--- src/verilog/spa_pkg.sv ---
// Purpose: Shared constants for the SPI slave port with attention.
// Assumes: pclk at 125 MHz on both ends.
// Notes: Host register map is a small APB block of word registers.
package spa_pkg;
  // Clock and link timing
  localparam int PCLK_NS = 8;
  localparam int SCLK_MIN_PERIOD_NS = 200; // 5 Mb/s ceiling
  localparam int SCLK_HALF_CYC = (SCLK_MIN_PERIOD_NS / 2 + PCLK_NS - 1) / PCLK_NS;
  localparam logic [4:0] SCLK_HALF_RELOAD = 5'(SCLK_HALF_CYC - 1);
  // Synchroniser bit positions and reset levels
  localparam int SY_MOSI = 0;
  localparam int SY_SEL = 1;
  localparam int SY_SCLK = 2;
  localparam int SY_DOUT = 3;
  localparam logic [3:0] SY_RESET = 4'hA; // dout high, sclk low, sel high
  localparam logic [1:0] STRAP_SETTLE = 2'h3;
  // Pin function and framing codes
  localparam logic [2:0] PIN_FUNC_PERIPH = 3'h1;
  localparam logic [1:0] FRAMING_API_PLAIN = 2'h1;
  localparam logic [7:0] FRAME_DELIM = 8'h7E;
  localparam logic [7:0] FILLER_BYTE = 8'h00;
  localparam logic [2:0] LAST_BIT = 3'h7;
  // Host APB register map
  localparam logic [11:0] REG_CTRL = 12'h000;
  localparam logic [11:0] REG_STATUS = 12'h004;
  localparam logic [11:0] REG_RXDATA = 12'h008;
  localparam int CTRL_START = 8;
  localparam int CTRL_KEEP_SEL = 9;
  localparam int CTRL_DOUT_LOW = 10;
  localparam int ST_BUSY = 0;
  localparam int ST_ALERT = 1;
  localparam int ST_RXV = 2;
  localparam int ST_INFRAME = 3;
  localparam logic [31:0] RD_ZERO = 32'h0000_0000;
endpackage : spa_pkg
--- src/verilog/spa_link_if.sv ---
// Purpose: Four-wire SPI link plus attention and DOUT strap line.
// Assumes: Undriven lines read as pulled high.
// Notes: Wire levels are resolved here from the output enables.
`timescale 1ns/1ps
`default_nettype none
interface spa_link_if;
  logic sclk;
  logic sel_n;
  logic mosi;
  logic miso;
  logic miso_oe;
  logic alert_n;
  logic alert_oe;
  logic dout_low_n;
  logic miso_line;
  logic alert_line;
  // Pull-ups hold released lines high
  assign miso_line = miso_oe ? miso : 1'b1;
  assign alert_line = alert_oe ? alert_n : 1'b1;
  modport device (
    input sclk, sel_n, mosi, dout_low_n,
    output miso, miso_oe, alert_n, alert_oe
  );
  modport host (
    output sclk, sel_n, mosi, dout_low_n,
    input miso_line, alert_line
  );
endinterface : spa_link_if
`default_nettype wire

--- src/verilog/spa_device.sv ---
// Purpose: SPI slave end of the link with attention output.
// Assumes: Link pins are asynchronous to pclk; SCLK below 5 Mb/s.
// Notes: One-byte outbound holding register; filler sent when empty.
// Function
// - Device is slave only, master clocks it
// - Shift outgoing bits, one per clock
// - External logic tristates MISO when deselected; code releases it itself through miso_oe
// - Master clocks at most 5 Mb/s
// - Communicate only while select is low
// - Master selects before driving MOSI data; host drives both in one cycle
// - Attention low once data is queued
// - Attention held until queue clocked out
// - Attention always driven when configured
// - Bytes go MSB first both ways
// - Mode 0: idle low, sample rising
// - Only unescaped API framing on SPI
// - Framing setting ignored while SPI used
// - Full duplex; bytes outside frames filler
// - Simultaneous valid traffic without byte loss
// - Pull-ups on after reset, software disables
// - Unconnected SPI pins rely on pull-ups
// - Enable port when four pins peripheral
// - Active on first select, until reset
// - DOUT held low at reset forces SPI; code forces it only when spi_off_by_default is set
`timescale 1ns/1ps
`default_nettype none
module spa_device (
  input wire logic pclk, // System clock
  input wire logic presetn, // Async reset, active low
  spa_link_if.device link, // SPI pins
  input wire logic [7:0] tx_data, // Outbound byte
  input wire logic tx_valid, // Outbound byte offered
  output logic tx_ready, // Holding register free
  output logic [7:0] rx_data, // Received byte
  output logic rx_valid, // Received byte strobe
  output logic rx_in_frame, // Received byte inside a frame
  input wire logic [2:0] slave_out_pin_function, // MISO pin setting
  input wire logic [2:0] master_out_pin_function, // MOSI pin setting
  input wire logic [2:0] select_pin_function, // Select pin setting
  input wire logic [2:0] clock_pin_function, // Clock pin setting
  input wire logic [2:0] alert_pin_function, // Attention pin setting
  input wire logic spi_off_by_default, // Variant without SPI pins
  input wire logic [1:0] framing_mode_setting, // Software framing mode
  input wire logic pullup_control_setting, // 1 keeps pull-ups on
  output logic [1:0] framing_mode_in_effect, // Mode the port uses
  output logic pullup_enable, // Input pull-ups on
  output logic spi_in_use, // SPI chosen over UART
  output logic strap_forced // DOUT strap forced SPI
);
  logic [3:0] sync1;
  logic [3:0] sync2;
  logic sclk_q;
  logic sclk_rise;
  logic sclk_fall;
  logic sel_low;
  logic go;
  logic [1:0] strap_cnt;
  logic strap_done;
  logic pins_periph;
  logic port_enabled;
  logic [6:0] rx_shift;
  logic [2:0] bit_cnt;
  logic byte_done;
  logic [7:0] rx_byte;
  logic frame_flag;
  logic [7:0] tx_hold;
  logic tx_full;
  logic [7:0] tx_shift;
  logic shift_valid;
  logic need_load;
  logic load_now;
  logic accept;

  // Two-flop synchronisers for every pin from the master
  always_ff @(posedge pclk or negedge presetn) begin
    if (!presetn) begin
      sync1 <= spa_pkg::SY_RESET;
      sync2 <= spa_pkg::SY_RESET;
    end else begin
      sync1 <= {link.dout_low_n, link.sclk, link.sel_n, link.mosi};
      sync2 <= sync1;
    end
  end

  // Edge finder runs on the synchronised clock only
  always_ff @(posedge pclk or negedge presetn) begin
    if (!presetn) sclk_q <= 1'b0;
    else sclk_q <= sync2[spa_pkg::SY_SCLK];
  end

  // Mode 0: rising edge samples, falling edge launches
  assign sclk_rise = sync2[spa_pkg::SY_SCLK] & ~sclk_q;
  assign sclk_fall = ~sync2[spa_pkg::SY_SCLK] & sclk_q;
  assign sel_low = ~sync2[spa_pkg::SY_SEL];

  // Strap is read a few cycles after release, once synchronisers settle
  always_ff @(posedge pclk or negedge presetn) begin
    if (!presetn) begin
      strap_cnt <= 2'h0;
      strap_done <= 1'b0;
      strap_forced <= 1'b0;
    end else if (!strap_done) begin
      if (strap_cnt == spa_pkg::STRAP_SETTLE) begin
        strap_done <= 1'b1;
        strap_forced <= spi_off_by_default & ~sync2[spa_pkg::SY_DOUT];
      end else begin
        strap_cnt <= strap_cnt + 2'h1;
      end
    end
  end

  // Port needs all four SPI pins set as peripheral functions unless the DOUT strap forced SPI
  assign pins_periph = (slave_out_pin_function == spa_pkg::PIN_FUNC_PERIPH)
                     && (master_out_pin_function == spa_pkg::PIN_FUNC_PERIPH)
                     && (select_pin_function == spa_pkg::PIN_FUNC_PERIPH)
                     && (clock_pin_function == spa_pkg::PIN_FUNC_PERIPH);
  assign port_enabled = strap_done & ((pins_periph & ~spi_off_by_default) | strap_forced);

  // Sticky choice: the first select wins the port until reset
  always_ff @(posedge pclk or negedge presetn) begin
    if (!presetn) spi_in_use <= 1'b0;
    else if (port_enabled & sel_low) spi_in_use <= 1'b1;
  end

  // Edges only count while selected; deselect freezes the receive shifter and bit count
  assign go = spi_in_use & sel_low;

  // Receive shifter, MSB arrives first
  assign byte_done = go & sclk_rise & (bit_cnt == spa_pkg::LAST_BIT);
  assign rx_byte = {rx_shift, sync2[spa_pkg::SY_MOSI]};
  always_ff @(posedge pclk or negedge presetn) begin
    if (!presetn) begin
      rx_shift <= 7'h00;
      bit_cnt <= 3'h0;
    end else if (go & sclk_rise) begin
      rx_shift <= rx_byte[6:0];
      bit_cnt <= bit_cnt + 3'h1;
    end
  end

  // Every clocked byte is reported; the frame flag marks real ones
  spa_frame u_frame (
    .pclk(pclk),
    .presetn(presetn),
    .byte_in(rx_byte),
    .byte_valid(byte_done),
    .in_frame(frame_flag)
  );

  // Received byte outputs, one-cycle strobe
  always_ff @(posedge pclk or negedge presetn) begin
    if (!presetn) begin
      rx_data <= 8'h00;
      rx_valid <= 1'b0;
      rx_in_frame <= 1'b0;
    end else begin
      rx_valid <= byte_done;
      if (byte_done) begin
        rx_data <= rx_byte;
        rx_in_frame <= frame_flag;
      end
    end
  end

  // Load at the fall after a byte, or refresh filler while deselected
  assign load_now = (need_load & ((go & sclk_fall) | ~sel_low))
                  | (~sel_low & ~need_load & ~shift_valid & tx_full
                     & (bit_cnt == 3'h0));
  assign accept = tx_valid & ~tx_full;
  assign tx_ready = ~tx_full;

  // Holding register; a queued byte survives any deselect
  always_ff @(posedge pclk or negedge presetn) begin
    if (!presetn) begin
      tx_hold <= 8'h00;
      tx_full <= 1'b0;
    end else if (accept) begin
      tx_hold <= tx_data;
      tx_full <= 1'b1;
    end else if (load_now & tx_full) begin
      tx_full <= 1'b0;
    end
  end

  // Transmit shifter; new byte is ready before the next rising edge
  always_ff @(posedge pclk or negedge presetn) begin
    if (!presetn) begin
      tx_shift <= spa_pkg::FILLER_BYTE;
      shift_valid <= 1'b0;
      need_load <= 1'b1;
    end else if (byte_done) begin
      need_load <= 1'b1;
      shift_valid <= 1'b0;
    end else if (load_now) begin
      tx_shift <= tx_full ? tx_hold : spa_pkg::FILLER_BYTE;
      shift_valid <= tx_full;
      need_load <= 1'b0;
    end else if (go & sclk_fall & ~need_load & (bit_cnt != 3'h0)) begin
      tx_shift <= {tx_shift[6:0], 1'b0};
    end
  end

  // MISO released when deselected so shared buses stay clean
  assign link.miso = tx_shift[7];
  assign link.miso_oe = go;

  // Attention low while anything is held or still shifting out
  always_ff @(posedge pclk or negedge presetn) begin
    if (!presetn) link.alert_n <= 1'b1;
    else link.alert_n <= ~(tx_full | shift_valid);
  end
  assign link.alert_oe = (alert_pin_function == spa_pkg::PIN_FUNC_PERIPH);

  // SPI always uses plain API framing whatever software set
  always_ff @(posedge pclk or negedge presetn) begin
    if (!presetn) framing_mode_in_effect <= spa_pkg::FRAMING_API_PLAIN;
    else if (spi_in_use) framing_mode_in_effect <= spa_pkg::FRAMING_API_PLAIN;
    else framing_mode_in_effect <= framing_mode_setting;
  end

  // Pull-ups start on; idle pins then cannot upset the UART
  always_ff @(posedge pclk or negedge presetn) begin
    if (!presetn) pullup_enable <= 1'b1;
    else pullup_enable <= pullup_control_setting;
  end
endmodule : spa_device
`default_nettype wire

--- src/verilog/spa_frame.sv ---
// Purpose: Tracks API frame boundaries in a byte stream.
// Assumes: Unescaped framing: delimiter, two length bytes, body, checksum.
// Notes: Output flags whether the offered byte belongs to a frame.
`timescale 1ns/1ps
`default_nettype none
module spa_frame (
  input wire logic pclk, // Clock
  input wire logic presetn, // Async reset, active low
  input wire logic [7:0] byte_in, // Byte just completed
  input wire logic byte_valid, // Byte strobe
  output logic in_frame // Offered byte lies inside a frame
);
  typedef enum logic [1:0] {F_HUNT, F_LEN_HI, F_LEN_LO, F_BODY} spa_fstate_e;
  spa_fstate_e state;
  logic [7:0] len_hi;
  logic [15:0] remain;

  // Bytes outside frames are filler
  assign in_frame = (state != F_HUNT) || (byte_in == spa_pkg::FRAME_DELIM);

  // No escape handling: the delimiter value is literal inside frames
  always_ff @(posedge pclk or negedge presetn) begin
    if (!presetn) begin
      state <= F_HUNT;
      len_hi <= 8'h00;
      remain <= 16'h0000;
    end else if (byte_valid) begin
      unique case (state)
        F_HUNT: if (byte_in == spa_pkg::FRAME_DELIM) state <= F_LEN_HI;
        F_LEN_HI: begin
          len_hi <= byte_in;
          state <= F_LEN_LO;
        end
        F_LEN_LO: begin
          remain <= {len_hi, byte_in};
          state <= F_BODY;
        end
        F_BODY: begin
          if (remain == 16'h0000) state <= F_HUNT;
          else remain <= remain - 16'h0001;
        end
      endcase
    end
  end
endmodule : spa_frame
`default_nettype wire

--- src/flat_wrapper.sv ---
// flat-port wrapper written by rule: the top's interface ports become plain ports
module spa_device_flat 
  (pclk, presetn, tx_data, tx_valid, tx_ready, rx_data, rx_valid, rx_in_frame, slave_out_pin_function, master_out_pin_function, select_pin_function, clock_pin_function, alert_pin_function, spi_off_by_default, framing_mode_setting, pullup_control_setting, framing_mode_in_effect, pullup_enable, spi_in_use, strap_forced, link_sclk, link_sel_n, link_mosi, link_dout_low_n, link_miso, link_miso_oe, link_alert_n, link_alert_oe);
  spa_link_if link_i ();
  input wire logic pclk;
  input wire logic presetn;
  input wire logic [7:0] tx_data;
  input wire logic tx_valid;
  output logic tx_ready;
  output logic [7:0] rx_data;
  output logic rx_valid;
  output logic rx_in_frame;
  input wire logic [2:0] slave_out_pin_function;
  input wire logic [2:0] master_out_pin_function;
  input wire logic [2:0] select_pin_function;
  input wire logic [2:0] clock_pin_function;
  input wire logic [2:0] alert_pin_function;
  input wire logic spi_off_by_default;
  input wire logic [1:0] framing_mode_setting;
  input wire logic pullup_control_setting;
  output logic [1:0] framing_mode_in_effect;
  output logic pullup_enable;
  output logic spi_in_use;
  output logic strap_forced;
  input wire logic [$bits(link_i.sclk)-1:0] link_sclk;
  input wire logic [$bits(link_i.sel_n)-1:0] link_sel_n;
  input wire logic [$bits(link_i.mosi)-1:0] link_mosi;
  input wire logic [$bits(link_i.dout_low_n)-1:0] link_dout_low_n;
  output wire logic [$bits(link_i.miso)-1:0] link_miso;
  output wire logic [$bits(link_i.miso_oe)-1:0] link_miso_oe;
  output wire logic [$bits(link_i.alert_n)-1:0] link_alert_n;
  output wire logic [$bits(link_i.alert_oe)-1:0] link_alert_oe;
  assign link_i.sclk = link_sclk;
  assign link_i.sel_n = link_sel_n;
  assign link_i.mosi = link_mosi;
  assign link_i.dout_low_n = link_dout_low_n;
  assign link_miso = link_i.miso;
  assign link_miso_oe = link_i.miso_oe;
  assign link_alert_n = link_i.alert_n;
  assign link_alert_oe = link_i.alert_oe;
  spa_device u_core (.pclk(pclk), .presetn(presetn), .link(link_i), .tx_data(tx_data), .tx_valid(tx_valid), .tx_ready(tx_ready), .rx_data(rx_data), .rx_valid(rx_valid), .rx_in_frame(rx_in_frame), .slave_out_pin_function(slave_out_pin_function), .master_out_pin_function(master_out_pin_function), .select_pin_function(select_pin_function), .clock_pin_function(clock_pin_function), .alert_pin_function(alert_pin_function), .spi_off_by_default(spi_off_by_default), .framing_mode_setting(framing_mode_setting), .pullup_control_setting(pullup_control_setting), .framing_mode_in_effect(framing_mode_in_effect), .pullup_enable(pullup_enable), .spi_in_use(spi_in_use), .strap_forced(strap_forced));
endmodule
--- config.mk ---
export PLATFORM = sky130hd
export DESIGN_NAME = spa_device_flat
export DESIGN_NICKNAME = d
export VERILOG_FILES = /design/src/verilog/spa_pkg.sv /design/src/verilog/spa_link_if.sv /design/src/verilog/spa_device.sv /design/src/verilog/spa_frame.sv /design/src/flat_wrapper.sv
export SDC_FILE = /design/constraint.sdc
export NUM_CORES = 1
export LEC_CHECK = 0
export BUFFER_PORTS_ARGS = -buffer_cell sky130_fd_sc_hd__buf_2
export CORE_MARGIN = 2
export CORE_UTILIZATION = 49
export DETAILED_ROUTE_END_ITERATION = 16
export GPL_ROUTABILITY_DRIVEN = 0
export PLACE_DENSITY = 0.66
export SLEW_MARGIN = 20
export SYNTH_ARGS = -nofsm -noshare
export SYNTH_HDL_FRONTEND = slang
export SYNTH_SLANG_ARGS = --single-unit
export TNS_END_PERCENT = 1
--- constraint.sdc ---
create_clock -name pclk -period 5.6 [get_ports pclk]
set_input_delay 1.12 -clock pclk [delete_from_list [all_inputs] [get_ports pclk]]
set_output_delay 1.12 -clock pclk [all_outputs]
set_load 0.01 [all_outputs]
==> impl_metrics.json <==
{
  "status": "completed",
  "grt_max_degree": 84,
  "holdBufCountCts": 0,
  "r2r_slack_ps": 3160,
  "core_area_um2": 7330,
  "cts.reportedPaths.clkPinSlew_ps": 80,
  "synth.net_count": 376,
  "drive_gt1_share_pct": 30.4,
  "initialDrtViolationCount": 183,
  "wl_per_cell_um": 15.1,
  "crit_required_ps": 4480,
  "dieWidth_um": 91.5,
  "antenna_cells": 0,
  "p_leak_nw": 2.04,
  "syn_area_um2": 3750,
  "wl_met3_um": 408,
  "area_growth_pct": 14.9,
  "cts_tree": "yes",
  "dpl.cell_count": 471,
  "final_cells": 487,
  "cp_slowest_stage_delay_ps": 160,
  "num_io_pins": 54,
  "endpoint_kind": "output pin",
  "port-buffer-count": 53,
  "yosys_warnings": 0,
  "crit_slowest_cell": "nor3b_1",
  "cts.htree.levels": 3,
  "timing.final.crit_period_ps": 2650,
  "cp_max_fo": 1,
  "power.density_nw_per_um2": 333,
  "wirelength_mm": 7.37,
  "crit_chain": "buf_2 -> nor3b_1 -> buf_2",
  "cts.path.max_buffers": 2,
  "syn_inst": 332,
  "cts_root_buf": "clkbuf_8",
  "rows": 31,
  "worst_slew_pin_slew_ps": 961,
  "async_flop_share_pct": 100,
  "holdWs_ps": 357,
  "max_freq_mhz": 377,
  "fp.dieArea_um2": 8380,
  "rsz0062_at_grt": "false",
  "die_y_um": 91.5,
  "grt_pass1_vias": 2603,
  "grt_first_pass_wirelength_mm": 12.5,
  "drt_pass1_iterations": 4,
  "cts_made_buffers": 9,
  "wl_met1_mm": 3.38,
  "p_total_mw": 1.44,
  "slew_headroom_pct": 35.5,
  "vias_per_cell": 5.61,
  "crit_type": "in2out",
  "wl_met2_mm": 3.48,
  "grt_antenna_before_repair": 0,
  "avgSynthCellArea_um2": 11.3,
  "seqCellArea_um2": 2090,
  "drc": 0,
  "hold_violations": 0,
  "multi_input_comb_area_um2": 1550,
  "synth.distinct_cells": 54,
  "cp-start-kind": "primary input",
  "drtAntennaViolNets": 0,
  "post-dp-hpwl_mm": 5.12,
  "track_usage_pct": 18.6,
  "cpMostUsedCell": "buf_2",
  "timing.setup.tns_ps": 0,
  "ys_seq_area_share_pct": 55.6,
  "final_max_slew_viol_count": 0,
  "vdd_drop_max_v": 0.000186,
  "setup_viol_count_final": 0,
  "highest_layer": "met4",
  "clkSinkCount": 83,
  "synth_edf_count": 0,
  "cap_violations": 0,
  "post_cts_resized": 0,
  "period_share_pct": 47.4,
  "cp.arrival_ps": 1530,
  "synth-seq-cells": 83,
  "vias": 2734,
  "globalRouteOverflowTotal": 0,
  "n_fill_cell": 623,
  "synthFlopType": "dfrtp_1",
  "hold_class": "reg2reg",
  "final_net_count": 427,
  "clk_latency_ps": 350,
  "clock_skew_ps": 8.99,
  "start_util_pct": 51.2,
  "post-cts-setup-buffers": 0
}
==> synthesized netlist by cell type (4+ instances only) <==
cell type	instances	area share (%)
a21oi_1	12	1.6
a22oi_1	4	0.80
a31oi_1	7	1.2
clkbuf_1	12	1.2
dfrtp_1	75	50
dfstp_2	8	5.6
ha_1	10	3.3
inv_1	17	1.7
mux2_2	31	9.3
nand2_1	19	1.9
nand3_1	18	2.4
nor2_1	22	2.2
nor3_1	5	0.67
o21ai_0	16	2.1
o311ai_0	5	1.2
or3_1	6	1.0
==> routing by layer <==
metal  vias up  global-route usage [%]
met5         -                       0
met4         0                    7.20
met3        11                    4.07
met2        80                    29.2
met1      1332                    25.1
li1       1311                       -
==> kinds of logic after synthesis <==
family                     count (synthesis)  share of synthesized area [%]
xor gates and xnor gates                   2                          0.467
AOI/OAI and AO/OA                         67                           11.8
muxes                                     34                           10.1
DFF                                       83                           55.6
buffers and inverters                     33                           3.40
and+or+nand+nor                          103                           15.3
adders and majority gates                 10                           3.33
==> worst paths after layout <==
path	from	end	depth (start not counted)
min in group asynchronous	presetn	u_core.strap_forced$_DFFE_PN0P_	1
worst min-delay path	u_core.sync1[3]$_DFF_PN1_	u_core.sync2[3]$_DFF_PN1_	0
worst max-delay path	alert_pin_function[1]	link_alert_oe	3
worst max register to register	u_core.u_frame.state[0]$_DFFE_PN0P_	u_core.u_frame.remain[8]$_DFFE_PN0P_	5
worst min register to register	u_core.sync1[3]$_DFF_PN1_	u_core.sync2[3]$_DFF_PN1_	0
max in group asynchronous	presetn	u_core.u_frame.remain[8]$_DFFE_PN0P_	1
==> layout by cell type, fill, tap and decap left out, types with 2 or more instances in the layout <==
master	instances
dfrtp_1	75
buf_2	52
mux2_2	31
nor2_1	22
nand2_1	19
nand3_1	18
inv_1	17
o21ai_0	16
a21oi_1	12
ha_1	10
clkbuf_8	10
dfstp_2	8
a31oi_1	7
or3_1	6
nor3_1	5
o311ai_0	5
a22oi_1	4
nor2b_1	3
nand2b_1	3
mux2i_1	3
or4_1	3
o21ai_1	3
o211ai_1	3
nor4_1	3
nand4_1	3
nor3b_1	2
nor3_4	2
nand4b_1	2
a41o_1	2
nor3_2	2
and3_1	2
o22ai_1	2
nor4b_1	2
o22a_1	2
buf_4	2
==> power by group <==
group          switching, mW  internal, mW  leakage (nW)
logic                  0.107         0.117         0.904
clock network          0.213         0.220        0.0999
registers             0.0791         0.701          1.04
total                  0.399          1.04          2.04
==> worst max-delay path: cells and delay by family <==
family,cells,cell delay [ps]
buffers and inverters,2,250
AND/OR/NAND/NOR,1,160
==> state kept, by name (all words and copies together), names as in the netlist, 2 cells and up <==
signal,cells
u_core.u_frame.remain,16
u_core.tx_hold,8
u_core.sync2,4
u_core.sync1,4
u_core.strap_cnt,2
u_core.u_frame.len_hi,8
u_core.framing_mode_in_effect,2
u_core.rx_data,8
u_core.rx_shift,7
u_core.bit_cnt,3
u_core.u_frame.state,2
u_core.tx_shift,8
==> through the flow <==
stage                     setup WS (ps)  area [µm²]  util (%)
after global placement             2940        4110      56.0
after CTS                          2940        4310      58.8
after floorplan                    3040        3750         -
final                              2950        4310      58.8
after detailed placement           2950        4110      56.0
after global routing               2860        4310      58.8
==> layout make-up <==
| class | count | area share [%] |
|---|---|---|
| clock buffer | 11 | 3.28 |
| clock inverter | 5 | 1.39 |
| inverter | 18 | 1.57 |
| multi-input combinational | 216 | 35.9 |
| sequential | 83 | 48.4 |
| tap | 99 | 2.87 |
| timing repair buffer | 55 | 6.64 |
Note: power is estimated with default switching activity, not from simulation.
